$ cat src/include/dpw_pkg.sv
// Package for the two-channel 8-bit pulse width modulator.
// Assumes a byte-wide register port with offsets 0x60..0x69.
package dpw_pkg;

  // ----------------------------------------------------------------
  // Register offsets
  // ----------------------------------------------------------------
  localparam logic [7:0] DPW_OFF_CTL = 8'h60;
  localparam logic [7:0] DPW_OFF_PRESCALE = 8'h61;
  localparam logic [7:0] DPW_OFF_SCALE_A = 8'h62;
  localparam logic [7:0] DPW_OFF_SCALE_B = 8'h63;
  localparam logic [7:0] DPW_OFF_CNT0 = 8'h64;
  localparam logic [7:0] DPW_OFF_CNT1 = 8'h65;
  localparam logic [7:0] DPW_OFF_PER0 = 8'h66;
  localparam logic [7:0] DPW_OFF_PER1 = 8'h67;
  localparam logic [7:0] DPW_OFF_DTY0 = 8'h68;
  localparam logic [7:0] DPW_OFF_DTY1 = 8'h69;

  // ----------------------------------------------------------------
  // Field positions and reset values
  // ----------------------------------------------------------------
  localparam int DPW_CTL_RUN_LSB = 0;
  localparam int DPW_CTL_LEVEL_LSB = 2;
  localparam int DPW_CTL_PICK_LSB = 4;
  localparam int DPW_CTL_ALIGN_LSB = 6;
  localparam int DPW_PRE_A_LSB = 0;
  localparam int DPW_PRE_B_LSB = 4;
  localparam logic [7:0] DPW_PRE_MASK = 8'h77;
  localparam logic [7:0] DPW_RESET_VAL = 8'h00;
  localparam int DPW_PRE_STAGES = 7;

  // ----------------------------------------------------------------
  // Carriers
  // ----------------------------------------------------------------
  typedef struct packed {
    logic wr;
    logic rd;
    logic [7:0] addr;
    logic [7:0] wdata;
  } dpw_bus_req_type;

  typedef struct packed {
    logic [1:0] symmetric_align_bit;
    logic [1:0] scaled_source_pick;
    logic [1:0] start_level_bit;
    logic [1:0] channel_run_bit;
  } dpw_ctl_type;

endpackage : dpw_pkg

$ cat src/core/dpw_channel.sv
// One modulator channel: counter, double-buffered period and duty, output.
// Assumes tick is a one-cycle pulse on clk marking its source clock edge.
`timescale 1ns/1ps
`default_nettype none
module dpw_channel (
  // Clock and reset
  input wire logic clk,
  input wire logic rst,
  input wire logic ce,
  // Control
  input wire logic run,
  input wire logic level,
  input wire logic align,
  input wire logic tick,
  // Register writes
  input wire logic cnt_wr,
  input wire logic per_wr,
  input wire logic dty_wr,
  input wire logic [7:0] wdata,
  // State
  output logic [7:0] count,
  output logic wave
);
  import dpw_pkg::*;

  logic [7:0] cnt_r, per_buf_r, dty_buf_r, per_act_r, dty_act_r;
  logic down_r, wave_r, armed_r;
  logic last_left, top_cent, end_cent, period_end, step;
  logic [7:0] per_src, dty_src;

  // ----------------------------------------------------------------
  // Decode
  // ----------------------------------------------------------------
  assign step = run && armed_r && tick;
  assign last_left = !align && (cnt_r >= per_act_r - 8'h01);
  assign top_cent = align && !down_r && (cnt_r >= per_act_r);
  assign end_cent = align && down_r && (cnt_r <= 8'h01);
  assign period_end = last_left || end_cent;
  // Disabled channel writes go straight to the active latches
  assign per_src = per_wr ? wdata : per_buf_r;
  assign dty_src = dty_wr ? wdata : dty_buf_r;
  assign count = cnt_r;
  assign wave = wave_r;

  // ----------------------------------------------------------------
  // Counter and output
  // ----------------------------------------------------------------
  always_ff @(posedge clk)
  begin
    if (rst)
    begin
      cnt_r <= DPW_RESET_VAL;
      per_buf_r <= DPW_RESET_VAL;
      dty_buf_r <= DPW_RESET_VAL;
      per_act_r <= DPW_RESET_VAL;
      dty_act_r <= DPW_RESET_VAL;
      down_r <= 1'b0;
      wave_r <= 1'b0;
      armed_r <= 1'b0;
    end
    else if (ce)
    begin
      if (per_wr)
        per_buf_r <= wdata;
      if (dty_wr)
        dty_buf_r <= wdata;
      // Run bit synchronised to the source clock edge
      if (!run)
        armed_r <= 1'b0;
      else if (tick)
        armed_r <= 1'b1;
      if (cnt_wr)
      begin
        cnt_r <= DPW_RESET_VAL;
        down_r <= 1'b0;
        per_act_r <= per_src;
        dty_act_r <= dty_src;
        wave_r <= level;
      end
      else if (!run)
      begin
        // Count held while disabled; latches follow buffers
        per_act_r <= per_src;
        dty_act_r <= dty_src;
      end
      else if (step)
      begin
        if (period_end)
        begin
          // First cycle after enable may be odd
          cnt_r <= DPW_RESET_VAL;
          down_r <= 1'b0;
          per_act_r <= per_buf_r;
          dty_act_r <= dty_buf_r;
          wave_r <= level;
        end
        else
        begin
          if (top_cent || (align && down_r))
          begin
            cnt_r <= cnt_r - 8'h01;
            down_r <= 1'b1;
          end
          else
            cnt_r <= cnt_r + 8'h01;
          // Duty match flips the level
          if (!align && (cnt_r + 8'h01 == dty_act_r))
            wave_r <= !level;
          else if (align && (cnt_r + 8'h01 == dty_act_r) && !down_r && !top_cent)
            wave_r <= !level;
          else if (align && (cnt_r - 8'h01 == dty_act_r) && (down_r || top_cent))
            wave_r <= level;
        end
      end
    end
  end

  // ----------------------------------------------------------------
  // Checks
  // ----------------------------------------------------------------
  cnt_clear_a: assert property (@(posedge clk) disable iff (rst)
    ce && cnt_wr |=> cnt_r == 8'h00 && !down_r && wave_r == $past(level))
    else $error("counter write did not clear");
  hold_off_a: assert property (@(posedge clk) disable iff (rst)
    ce && !run && !cnt_wr |=> cnt_r == $past(cnt_r))
    else $error("disabled counter moved");
  left_wrap_a: assert property (@(posedge clk) disable iff (rst)
    ce && step && !cnt_wr && !align && cnt_r + 8'h01 >= per_act_r |=> cnt_r == 8'h00)
    else $error("left count failed to wrap");
  cent_top_a: assert property (@(posedge clk) disable iff (rst)
    ce && step && !cnt_wr && top_cent && !end_cent |=> down_r && cnt_r == $past(cnt_r) - 8'h01)
    else $error("center count did not turn");
  buf_live_a: assert property (@(posedge clk) disable iff (rst)
    ce && !run && per_wr && !cnt_wr |=> per_act_r == $past(wdata))
    else $error("disabled period write not direct");
  no_step_a: assert property (@(posedge clk) disable iff (rst)
    ce && run && !armed_r && !cnt_wr |=> cnt_r == $past(cnt_r))
    else $error("counted before sync edge");

endmodule : dpw_channel
`default_nettype wire

$ cat src/core/dpw_top.sv
// Two-channel 8-bit modulator: registers, prescaler, scalers, channels.
// Assumes a synchronous byte register port on the interconnect clock.
//
// Overview of operation
// - Prescaler stops while both channels idle.
// - Output starts on next selected clock edge.
// - First cycle after enable may be irregular.
// - Start level bit sets initial output level.
// - Level, pick and prescale writable any time.
// - Channel 0 uses A/SA, channel 1 B/SB.
// - Pick 0 prescaled clock, 1 scaled.
// - Align bit one gives center alignment.
// - Clock A divides by two to select.
// - Clock B likewise; bits 7,3 read zero.
// - SA is A over twice scale A.
// - SB is B over twice scale B.
// - Scale write reloads its down counter immediately.
// - Down counter pulses at one, then halved.
// - Each channel counter readable without disturbance.
// - Left mode counts zero to period minus one.
// - Center mode counts up then down.
// - Counter write clears, loads latches, sets level.
// - Counter clears at effective period end.
// - Disabled counter holds, resumes from held value.
// - Period, duty double buffered, direct when disabled.
// - Duty match toggles the output.
`timescale 1ns/1ps
`default_nettype none
module dpw_top (
  // Clock and reset
  input wire logic clk,
  input wire logic rst,
  input wire logic ce,
  // Register port
  input wire dpw_pkg::dpw_bus_req_type bus_req,
  output logic [7:0] rdata,
  // Waveforms
  output logic wave_out_ch0,
  output logic wave_out_ch1
);
  import dpw_pkg::*;

  dpw_ctl_type ctl_r;
  logic [7:0] prescale_r, scale_a_r, scale_b_r, per0_r, per1_r, dty0_r, dty1_r;
  logic [7:0] rdata_r, rdata_nxt;
  logic [DPW_PRE_STAGES-1:0] pre_cnt_r;
  logic [7:0] down_a_r, down_b_r;
  logic half_a_r, half_b_r, wave0_r, wave1_r;
  logic any_run, wr_ctl, wr_pre, wr_sa, wr_sb, wr_c0, wr_c1, wr_p0, wr_p1, wr_d0, wr_d1;
  logic [2:0] sel_a, sel_b;
  logic tick_a, tick_b, pulse_a, pulse_b, tick_sa, tick_sb, tick0, tick1;
  logic [7:0] count0, count1;
  logic wave0, wave1;
  logic [DPW_PRE_STAGES:0] pre_next;
  logic [DPW_PRE_STAGES-1:0] mask_a, mask_b;
  logic [DPW_PRE_STAGES-1:0] gap_a_r, gap_b_r;
  logic seen_a_r, seen_b_r;
  localparam logic [DPW_PRE_STAGES-1:0] DPW_PRE_ONE = DPW_PRE_STAGES'(1);

  // ----------------------------------------------------------------
  // Address decode
  // ----------------------------------------------------------------
  assign wr_ctl = bus_req.wr && bus_req.addr == DPW_OFF_CTL;
  assign wr_pre = bus_req.wr && bus_req.addr == DPW_OFF_PRESCALE;
  assign wr_sa = bus_req.wr && bus_req.addr == DPW_OFF_SCALE_A;
  assign wr_sb = bus_req.wr && bus_req.addr == DPW_OFF_SCALE_B;
  assign wr_c0 = bus_req.wr && bus_req.addr == DPW_OFF_CNT0;
  assign wr_c1 = bus_req.wr && bus_req.addr == DPW_OFF_CNT1;
  assign wr_p0 = bus_req.wr && bus_req.addr == DPW_OFF_PER0;
  assign wr_p1 = bus_req.wr && bus_req.addr == DPW_OFF_PER1;
  assign wr_d0 = bus_req.wr && bus_req.addr == DPW_OFF_DTY0;
  assign wr_d1 = bus_req.wr && bus_req.addr == DPW_OFF_DTY1;

  // Reads have no side effects; counter read does not disturb it
  always_comb
  begin
    case (bus_req.addr)
      DPW_OFF_CTL: rdata_nxt = ctl_r;
      DPW_OFF_PRESCALE: rdata_nxt = prescale_r & DPW_PRE_MASK;
      DPW_OFF_SCALE_A: rdata_nxt = scale_a_r;
      DPW_OFF_SCALE_B: rdata_nxt = scale_b_r;
      DPW_OFF_CNT0: rdata_nxt = count0;
      DPW_OFF_CNT1: rdata_nxt = count1;
      DPW_OFF_PER0: rdata_nxt = per0_r;
      DPW_OFF_PER1: rdata_nxt = per1_r;
      DPW_OFF_DTY0: rdata_nxt = dty0_r;
      DPW_OFF_DTY1: rdata_nxt = dty1_r;
      default: rdata_nxt = 8'h00;
    endcase
  end

  // ----------------------------------------------------------------
  // Registers
  // ----------------------------------------------------------------
  always_ff @(posedge clk)
  begin
    if (rst)
    begin
      ctl_r <= DPW_RESET_VAL;
      prescale_r <= DPW_RESET_VAL;
      scale_a_r <= DPW_RESET_VAL;
      scale_b_r <= DPW_RESET_VAL;
      per0_r <= DPW_RESET_VAL;
      per1_r <= DPW_RESET_VAL;
      dty0_r <= DPW_RESET_VAL;
      dty1_r <= DPW_RESET_VAL;
      rdata_r <= DPW_RESET_VAL;
    end
    else if (ce)
    begin
      // Control and prescale accepted at any time
      if (wr_ctl)
        ctl_r <= bus_req.wdata;
      if (wr_pre)
        prescale_r <= bus_req.wdata & DPW_PRE_MASK;
      if (wr_sa)
        scale_a_r <= bus_req.wdata;
      if (wr_sb)
        scale_b_r <= bus_req.wdata;
      if (wr_p0)
        per0_r <= bus_req.wdata;
      if (wr_p1)
        per1_r <= bus_req.wdata;
      if (wr_d0)
        dty0_r <= bus_req.wdata;
      if (wr_d1)
        dty1_r <= bus_req.wdata;
      if (bus_req.rd)
        rdata_r <= rdata_nxt;
    end
  end
  assign rdata = rdata_r;

  // ----------------------------------------------------------------
  // Prescaler
  // ----------------------------------------------------------------
  assign any_run = |ctl_r.channel_run_bit;
  assign sel_a = prescale_r[DPW_PRE_A_LSB +: 3];
  assign sel_b = prescale_r[DPW_PRE_B_LSB +: 3];
  // Carry out of each stage marks a divide-by-2^n edge
  assign pre_next = {1'b0, pre_cnt_r} + {{DPW_PRE_STAGES{1'b0}}, 1'b1};
  // Select n ticks when the low n counter bits are all ones
  assign mask_a = DPW_PRE_STAGES'((8'h01 << sel_a) - 8'h01);
  assign mask_b = DPW_PRE_STAGES'((8'h01 << sel_b) - 8'h01);
  assign tick_a = any_run && ((pre_cnt_r & mask_a) == mask_a);
  assign tick_b = any_run && ((pre_cnt_r & mask_b) == mask_b);

  always_ff @(posedge clk)
  begin
    if (rst)
      pre_cnt_r <= '0;
    else if (ce && any_run)
      pre_cnt_r <= pre_next[DPW_PRE_STAGES-1:0];
  end

  // ----------------------------------------------------------------
  // Scalers: down counter then divide by two
  // ----------------------------------------------------------------
  assign pulse_a = tick_a && (down_a_r == 8'h01 || (down_a_r == 8'h00 && scale_a_r == 8'h01));
  assign pulse_b = tick_b && (down_b_r == 8'h01 || (down_b_r == 8'h00 && scale_b_r == 8'h01));
  // Scaled clock edge is the rising half of the divided clock
  assign tick_sa = pulse_a && !half_a_r;
  assign tick_sb = pulse_b && !half_b_r;

  always_ff @(posedge clk)
  begin
    if (rst)
    begin
      down_a_r <= DPW_RESET_VAL;
      down_b_r <= DPW_RESET_VAL;
      half_a_r <= 1'b0;
      half_b_r <= 1'b0;
    end
    else if (ce)
    begin
      // Zero loads as 256 by wrapping through 255 down
      if (wr_sa)
        down_a_r <= bus_req.wdata;
      else if (pulse_a)
        down_a_r <= scale_a_r;
      else if (tick_a)
        down_a_r <= down_a_r - 8'h01;
      if (wr_sb)
        down_b_r <= bus_req.wdata;
      else if (pulse_b)
        down_b_r <= scale_b_r;
      else if (tick_b)
        down_b_r <= down_b_r - 8'h01;
      if (pulse_a && !wr_sa)
        half_a_r <= !half_a_r;
      if (pulse_b && !wr_sb)
        half_b_r <= !half_b_r;
    end
  end

  // ----------------------------------------------------------------
  // Clock selection and channels
  // ----------------------------------------------------------------
  assign tick0 = ctl_r.scaled_source_pick[0] ? tick_sa : tick_a;
  assign tick1 = ctl_r.scaled_source_pick[1] ? tick_sb : tick_b;

  dpw_channel u_ch0 (
    .clk(clk),
    .rst(rst),
    .ce(ce),
    .run(ctl_r.channel_run_bit[0]),
    .level(ctl_r.start_level_bit[0]),
    .align(ctl_r.symmetric_align_bit[0]),
    .tick(tick0),
    .cnt_wr(wr_c0),
    .per_wr(wr_p0),
    .dty_wr(wr_d0),
    .wdata(bus_req.wdata),
    .count(count0),
    .wave(wave0)
  );

  dpw_channel u_ch1 (
    .clk(clk),
    .rst(rst),
    .ce(ce),
    .run(ctl_r.channel_run_bit[1]),
    .level(ctl_r.start_level_bit[1]),
    .align(ctl_r.symmetric_align_bit[1]),
    .tick(tick1),
    .cnt_wr(wr_c1),
    .per_wr(wr_p1),
    .dty_wr(wr_d1),
    .wdata(bus_req.wdata),
    .count(count1),
    .wave(wave1)
  );

  // Registered outputs to the drivers
  always_ff @(posedge clk)
  begin
    if (rst)
    begin
      wave0_r <= 1'b0;
      wave1_r <= 1'b0;
    end
    else if (ce)
    begin
      wave0_r <= wave0;
      wave1_r <= wave1;
    end
  end
  assign wave_out_ch0 = wave0_r;
  assign wave_out_ch1 = wave1_r;

  // ----------------------------------------------------------------
  // Check helpers
  // ----------------------------------------------------------------
  // Cycles since the last prescaled tick; a select write or an idle
  // spell moves the counter phase, so the next gap is not trusted
  always_ff @(posedge clk)
  begin
    if (rst)
    begin
      gap_a_r <= '0;
      gap_b_r <= '0;
      seen_a_r <= 1'b0;
      seen_b_r <= 1'b0;
    end
    else if (ce)
    begin
      gap_a_r <= tick_a ? '0 : gap_a_r + DPW_PRE_ONE;
      gap_b_r <= tick_b ? '0 : gap_b_r + DPW_PRE_ONE;
      if (wr_pre || !any_run)
      begin
        seen_a_r <= 1'b0;
        seen_b_r <= 1'b0;
      end
      else
      begin
        if (tick_a)
          seen_a_r <= 1'b1;
        if (tick_b)
          seen_b_r <= 1'b1;
      end
    end
  end

  // ----------------------------------------------------------------
  // Checks
  // ----------------------------------------------------------------
  pre_stop_a: assert property (@(posedge clk) disable iff (rst)
    ce && !any_run |=> pre_cnt_r == $past(pre_cnt_r))
    else $error("prescaler ran while idle");
  pre_res_a: assert property (@(posedge clk) disable iff (rst)
    bus_req.rd && bus_req.addr == DPW_OFF_PRESCALE && ce |=> rdata[7] == 1'b0 && rdata[3] == 1'b0)
    else $error("reserved prescale bits read set");
  scl_load_a: assert property (@(posedge clk) disable iff (rst)
    ce && wr_sa |=> down_a_r == $past(bus_req.wdata))
    else $error("scale A write did not reload");
  half_flip_a: assert property (@(posedge clk) disable iff (rst)
    ce && pulse_a && !wr_sa |=> half_a_r != $past(half_a_r))
    else $error("divide by two stage stuck");

  // Prescaler rates
  pre_run_a: assert property (@(posedge clk) disable iff (rst)
    ce && any_run |=> pre_cnt_r == $past(pre_cnt_r) + DPW_PRE_ONE)
    else $error("prescaler did not run");
  gap_a_rate_a: assert property (@(posedge clk) disable iff (rst)
    ce && tick_a && seen_a_r |-> gap_a_r == mask_a)
    else $error("clock A tick spacing wrong");
  gap_b_rate_a: assert property (@(posedge clk) disable iff (rst)
    ce && tick_b && seen_b_r |-> gap_b_r == mask_b)
    else $error("clock B tick spacing wrong");

  // Scale down counters
  scl_b_load_a: assert property (@(posedge clk) disable iff (rst)
    ce && wr_sb |=> down_b_r == $past(bus_req.wdata))
    else $error("scale B write did not reload");
  reload_a_a: assert property (@(posedge clk) disable iff (rst)
    ce && pulse_a && !wr_sa |=> down_a_r == $past(scale_a_r))
    else $error("scale A counter did not reload");
  reload_b_a: assert property (@(posedge clk) disable iff (rst)
    ce && pulse_b && !wr_sb |=> down_b_r == $past(scale_b_r))
    else $error("scale B counter did not reload");
  down_step_a: assert property (@(posedge clk) disable iff (rst)
    ce && tick_a && !pulse_a && !wr_sa |=> down_a_r == $past(down_a_r) - 8'h01)
    else $error("scale A counter did not step");
  down_b_step_a: assert property (@(posedge clk) disable iff (rst)
    ce && tick_b && !pulse_b && !wr_sb |=> down_b_r == $past(down_b_r) - 8'h01)
    else $error("scale B counter did not step");
  zero_wrap_b_a: assert property (@(posedge clk) disable iff (rst)
    ce && tick_b && !pulse_b && !wr_sb && down_b_r == 8'h00 |=> down_b_r == 8'hFF)
    else $error("zero scale B not full scale");
  half_b_flip_a: assert property (@(posedge clk) disable iff (rst)
    ce && pulse_b && !wr_sb |=> half_b_r != $past(half_b_r))
    else $error("divide by two stage B stuck");

  // Counter reads return the live count
  cnt_read_a: assert property (@(posedge clk) disable iff (rst)
    ce && bus_req.rd && bus_req.addr == DPW_OFF_CNT0 |=> rdata == $past(count0))
    else $error("channel 0 count read wrong");
  cnt1_read_a: assert property (@(posedge clk) disable iff (rst)
    ce && bus_req.rd && bus_req.addr == DPW_OFF_CNT1 |=> rdata == $past(count1))
    else $error("channel 1 count read wrong");

endmodule : dpw_top
`default_nettype wire

$ cat config.mk
export PLATFORM = sky130hd
export DESIGN_NAME = dpw_top
export DESIGN_NICKNAME = d
export VERILOG_FILES = /design/src/include/dpw_pkg.sv /design/src/core/dpw_channel.sv /design/src/core/dpw_top.sv
export SDC_FILE = /design/constraint.sdc
export NUM_CORES = 1
export LEC_CHECK = 0
export BUFFER_PORTS_ARGS = -buffer_cell sky130_fd_sc_hd__clkbuf_2
export CORE_MARGIN = 2
export CORE_UTILIZATION = 60
export CTS_CLUSTER_DIAMETER = 100
export DETAILED_ROUTE_END_ITERATION = 7
export PLACE_DENSITY = 0.88
export SYNTH_ARGS = -nofsm -noshare
export SYNTH_HDL_FRONTEND = slang
export SYNTH_SLANG_ARGS = --single-unit
$ cat constraint.sdc
create_clock -name clk -period 3 [get_ports clk]
set_input_delay 0.45 -clock clk [delete_from_list [all_inputs] [get_ports clk]]
set_output_delay 0.45 -clock clk [all_outputs]
set_load 0.02 [all_outputs]
# Word level (Yosys, flattened, before mapping)
# Index checks and enable logic that the tools add are counted.
# totals
ff_bits,183
inputBits,21
output_inout_bits,10
word_cells,252
# classes
addsub,11
magnitude_cmp,6
n_eq_ne,26
n_shift,2
mux,67
bitwise,2
reduce_logical,103
# ops
operator,count
$mux W8,36
$eq A8 B7 Y1 const B,10
$pmux W8 S10,1
$sub A8 B1 Y8 const B,6
$logic_and A1 B1 Y1,47
$eq A8 B1 Y1 const B,4
$eq A8 B8 Y1,4
$ge A8 B8 Y1,4
$mux W1,30
$reduce_and A2 Y1,15
$add A8 B1 Y8 const B,2
$le A8 B1 Y1 const B,2
$logic_not A8 Y1,2
$reduce_and A4 Y1,4
$and A7 B7 Y7,2
$eq A7 B7 Y1,2
$shl A1 B3 Y7 const A,2
$sub A7 B1 Y7 const B,2
$logic_not A1 Y1,12
$ne A3 B1 Y1 const B,4
$reduce_and A3 Y1,4
$reduce_bool A3 Y1,4
$reduce_bool A5 Y1,2
$logic_or A1 B1 Y1,8
other kinds (4),8

# Logic depth before layout (Yosys ltp)
# depth
word_depth,12
ltp_mapped,15
ltp_nobuf,14

# Hierarchy
# A second synthesis with hierarchy kept.
# hier_totals
hier_cells,1396
area_unflattened_um2,11212.0
# by_module_without_submodules
module,n_inst,cells_per_inst,area_per_inst_um2,seq_area_each_um2
dpw_top,1,640,5350.1,1941.9
dpw_channel at u_ch1,1,386,2981.6,860.8
dpw_channel at u_ch0,1,370,2880.3,860.8

# Worst setup path before layout
# OpenSTA, ideal clock, no wires.
# synth_timing
path_kind,register to register
from,register u_ch0.cnt_r[0] (netlist: u_ch0.count[0])
to,register u_ch0.cnt_r[6] (netlist: u_ch0.count[6])
setup_ns,0.070
arrival_ns,2.487
required_ns,2.930
setup_slack_ns,0.443
stages_incl_launch_ff,11
n_path_buf,2
synth_period_minus_slack_ns,2.557
cell_sequence,dfxtp_1 -> buf_4 -> inv_1 -> ha_1 -> a21boi_0 -> o41ai_1 -> o311ai_0 -> buf_2 -> mux2i_1 -> or3b_1 -> a21oi_1
# synth_via
elab_chain_cells,8
elab_cells_between_ends,15
cone_classes,add/sub (2); order compare (3); mux (5); reduce/logical (5)
# synth_lines
item,line,text
from (decl),dpw_channel.sv:26,"logic [7:0] cnt_r, per_buf_r, dty_buf_r, per_act_r, dty_act_r;"
from (signal assigned),dpw_channel.sv:101,cnt_r <= cnt_r - 8'h01;
from (signal assigned),dpw_channel.sv:105,cnt_r <= cnt_r + 8'h01;
$ge A8 B8 Y1,dpw_channel.sv:36,assign top_cent = align && !down_r && (cnt_r >= per_act_r);
$logic_and A1 B1 Y1,dpw_channel.sv:36,
$logic_or A1 B1 Y1,dpw_channel.sv:99,if (top_cent || (align && down_r))
$mux W8,dpw_channel.sv:99,
$mux W8 (*),dpw_channel.sv:88,if (period_end)
$mux W8 (*),dpw_channel.sv:86,else if (step)
$mux W8 (*),dpw_channel.sv:80,else if (!run)
$mux W8 (*),dpw_channel.sv:72,if (cnt_wr)
# Every way passes the cells marked *; elsewhere a longest branch is shown, timed or not. The select of a mux whose other input is x is not followed.
# A chain may end at the register's enable or synchronous reset.

# Final worst setup path
# layout_timing
from,register u_ch1.per_act_r[3]
to,register u_ch1.cnt_r[5] (netlist: u_ch1.count[5])
# layout_via
elab_chain_cells,8
elab_cells_between_ends,12
cone_classes,add/sub (1); order compare (2); mux (5); reduce/logical (4)
# layout_lines
item,line,text
from (decl),dpw_channel.sv:26,
from (signal assigned),dpw_channel.sv:76,per_act_r <= per_src;
from (signal assigned),dpw_channel.sv:83,per_act_r <= per_src;
from (signal assigned),dpw_channel.sv:93,per_act_r <= per_buf_r;
$sub A8 B1 Y8 or $ge A8 B8 Y1 (tied branches),"dpw_channel.sv:35, dpw_channel.sv:36",
$ge A8 B8 Y1 or $logic_and A1 B1 Y1 (tied branches),"dpw_channel.sv:35, dpw_channel.sv:36",
$logic_and A1 B1 Y1 or $logic_or A1 B1 Y1 (tied branches),"dpw_channel.sv:35, dpw_channel.sv:99",
$logic_or A1 B1 Y1 or $mux W8 (tied branches),"dpw_channel.sv:38, dpw_channel.sv:99",
$mux W8 (*),dpw_channel.sv:88,
$mux W8 (*),dpw_channel.sv:86,
$mux W8 (*),dpw_channel.sv:80,
$mux W8 (*),dpw_channel.sv:72,
to (signal assigned),dpw_channel.sv:101,
to (signal assigned),dpw_channel.sv:105,
to (decl),dpw_channel.sv:26,
# Marked as above.

==> run metrics <==
average cell area after synthesis 7.845 µm²; Worst Max-Slew Pin Slew 0.7299 ns; initial drt markers 1382; nets 1399; main flop type after synthesis dfxtp_1; Remaining DRCs 1; core area 0.01706 mm²; Seq/Total Area, Yosys 35.41%; CP Data Arrival Time 3.28 ns; initial antenna violation count 0; Setup Viol. Count Final 0; period utilization 97.87%; first-pass GRT wire length 48310 µm; Hold Path Class flip-flop to flip-flop; vias per cell 6.496; commonest non-fill, non-tap cell in the layout nand2_1; htree depth 4; critical path required time 3.35 ns; kind of critical path flip-flop to flip-flop; post-synthesis cell count 1319; n_diodes 0; static leakage 4.289 nW; global placer's final weighted congestion 0.9736; Worst Clk Skew 0.009520 ns; number of global-route vias before repair 9351; CP max-delay cell dfxtp_1; Worst Setup Start Kind flip-flop; CP peak stage delay 0.46 ns; CP Cell Sequence nor2_1, and4_1, xnor2_1, ha_1, a21o_1, a21o_1, a21oi_1, o211ai_1, nand2b_4, or3b_1, a21oi_1; layout cells sized above 1 11.39%; Antenna Nets Post-Route 0; Max clock buf depth 2; clk slew on worst S/H paths 0.06 ns; Cell variety after synth 73; failing checks DRC; CTS Sinks 183; power per cell area 449.2 mW/mm²; vias 10190; gr usage total 33.31%; Fmax achieved 340.6 MHz; first-pass iteration count of the detailed router 8; async set or reset register ratio after synthesis 0%; Num CTS Buffers 17; Die Y 135.3 µm; synth warn 0; Area growth syn-to-layout 11.45%; fin cells 1568; number of flops mapped to enable cells by yosys 0; drt wl/cell 19.47 µm; number of placed instances, taps included 1536; maximum number of pins on one net before global-route repair 90; Worst Path Max Fanout 7; initial core utilization 60.67%; max-slew violation count 0; Cell Area, Synth 0.01035 mm²; Buf/Inv on CP 0; Worst VDD drop 0.3851 mV; relative slew slack 51.34%; full die area 0.01831 mm²; most frequent cells in the layout nand2_1, dfxtp_1, a21oi_1; Root Buffer clkbuf_16; Syn Nets 1385; Tmin final 2.936 ns; port bufs 30; io pins 31; Clock Latency Late Sink 0.43 ns; Critical Path Sink Type flip-flop; final core utilization 67.61%; setup total negative slack 0 ns; status complete, but fails checks; GRT overflow 0; #FFs+latches synth 183; top cell family by delay on the critical path compound AO/OA/AOI/OAI gates; routed wire length 30530 µm; post-detail-place hpwl 20800 µm; Die Wd 135.3 µm; FP Rows 48; final hold vios 0; TritonCTS clock tree built; max-cap violation count 0
-- worst paths after layout --
path,start,endpoint,slack (ns),cells after the start
setup / recovery,u_ch1.per_act_r[3],u_ch1.count[5],0.06,11
hold / removal,u_ch1.per_buf_r[1],u_ch1.per_buf_r[1],0.45,2
setup reg to reg,u_ch1.per_act_r[3],u_ch1.count[5],0.06,11
hold reg to reg,u_ch1.per_buf_r[1],u_ch1.per_buf_r[1],0.45,2
-- worst register-to-register path, delay by kind of cell, from the launching register on --
family,cells,cell delay (ns)
AO/OA/AOI/OAI,5,1.01
AND/OR/NAND/NOR,4,0.96
flip-flops,1,0.46
adder cells (fa/ha/maj),1,0.31
XOR/XNOR,1,0.13
-- timing repair --
item	4_1_cts	5_1_grt
hold buffers	0	0
gates resized for setup	0	10
buffers inserted	0	3
endpoints found under the setup margin	0	36
-- power by group --
group / total, mW / internal (mW) / switching, mW
Clock: 2.34 / 1.41 / 0.926
Sequential: 2.48 / 2.45 / 0.0261
Combinational: 0.367 / 0.129 / 0.238
Total: 5.18 / 3.99 / 1.19
-- cell type report --
cell class              instances  area, µm²
multi-input cells            1006       6201
fillers                      1297       5524
flip-flops and latches        183       3665
repair buffers                 89      649.4
clock buffers                  22      454.2
well taps                     225      281.5
clock inverters                 7      146.4
inverters                      36      135.1
-- metrics by stage --
| stage | cell area [µm²] | hold WS [ns] | power (mW) | setup WS [ns] |
|---|---|---|---|---|
| after global placement | 10860 | 0.4419 | 2.861 | 0.2440 |
| after global routing | 11530 | 0.4714 | 5.309 | -0.07477 |
| after CTS | 11460 | 0.4556 | 5.163 | 0.01535 |
| after floorplan | 10350 | 0.4339 | 2.764 | 0.4430 |
| after detailed placement | 10860 | 0.4443 | 2.873 | 0.1546 |
| final | 11530 | 0.4536 | 5.180 | 0.06404 |
-- synthesized netlist by cell type (all sizes together), types with 6 or more instances --
cell type / count / area (µm²)
dfxtp: 183 / 3664
nand4: 8 / 50.05
xor2: 24 / 210.2
nand2b: 10 / 62.56
a31oi: 10 / 62.56
nor3: 25 / 130.1
o21ai: 46 / 234.0
nor2b: 9 / 56.30
a311oi: 16 / 140.1
a221oi: 7 / 61.31
buf: 26 / 152.6
nor4: 14 / 127.6
and2: 7 / 43.79
a21o: 6 / 46.30
nor3b: 10 / 75.07
a211oi: 35 / 262.8
o211ai: 13 / 97.59
nand3: 64 / 325.3
xnor2: 40 / 350.3
mux2i: 37 / 370.4
or3: 7 / 43.79
ha: 45 / 563.0
nor2: 118 / 447.9
clkbuf: 68 / 255.2
nand2: 210 / 788.3
a21oi: 142 / 710.7
or3b: 11 / 96.35
a22oi: 27 / 202.7
inv: 36 / 135.1
-- metal layers --
layer  vias up  part of all wire (%)  track usage, %
met5         -                     0               0
met4         0                   5.9           19.16
met3       150                   9.6           6.697
met2       618                    46           52.96
met1      4699                    39           42.21
li1       4718                     -               -
-- cell families (layout without fill, tap and decap cells) --
| logic type | count (synthesis) | after routing | synth area share (%) |
|---|---|---|---|
| and+or+nand+nor | 515 | 515 | 23.47 |
| AOI/OAI and AO/OA | 341 | 341 | 21.00 |
| DFF | 183 | 183 | 35.41 |
| buffers and inverters | 130 | 154 | 5.248 |
| xor gates and xnor gates | 64 | 64 | 5.417 |
| adders and majority gates | 45 | 45 | 5.441 |
| muxes | 41 | 41 | 4.015 |
(Power assumes the default switching activity.)
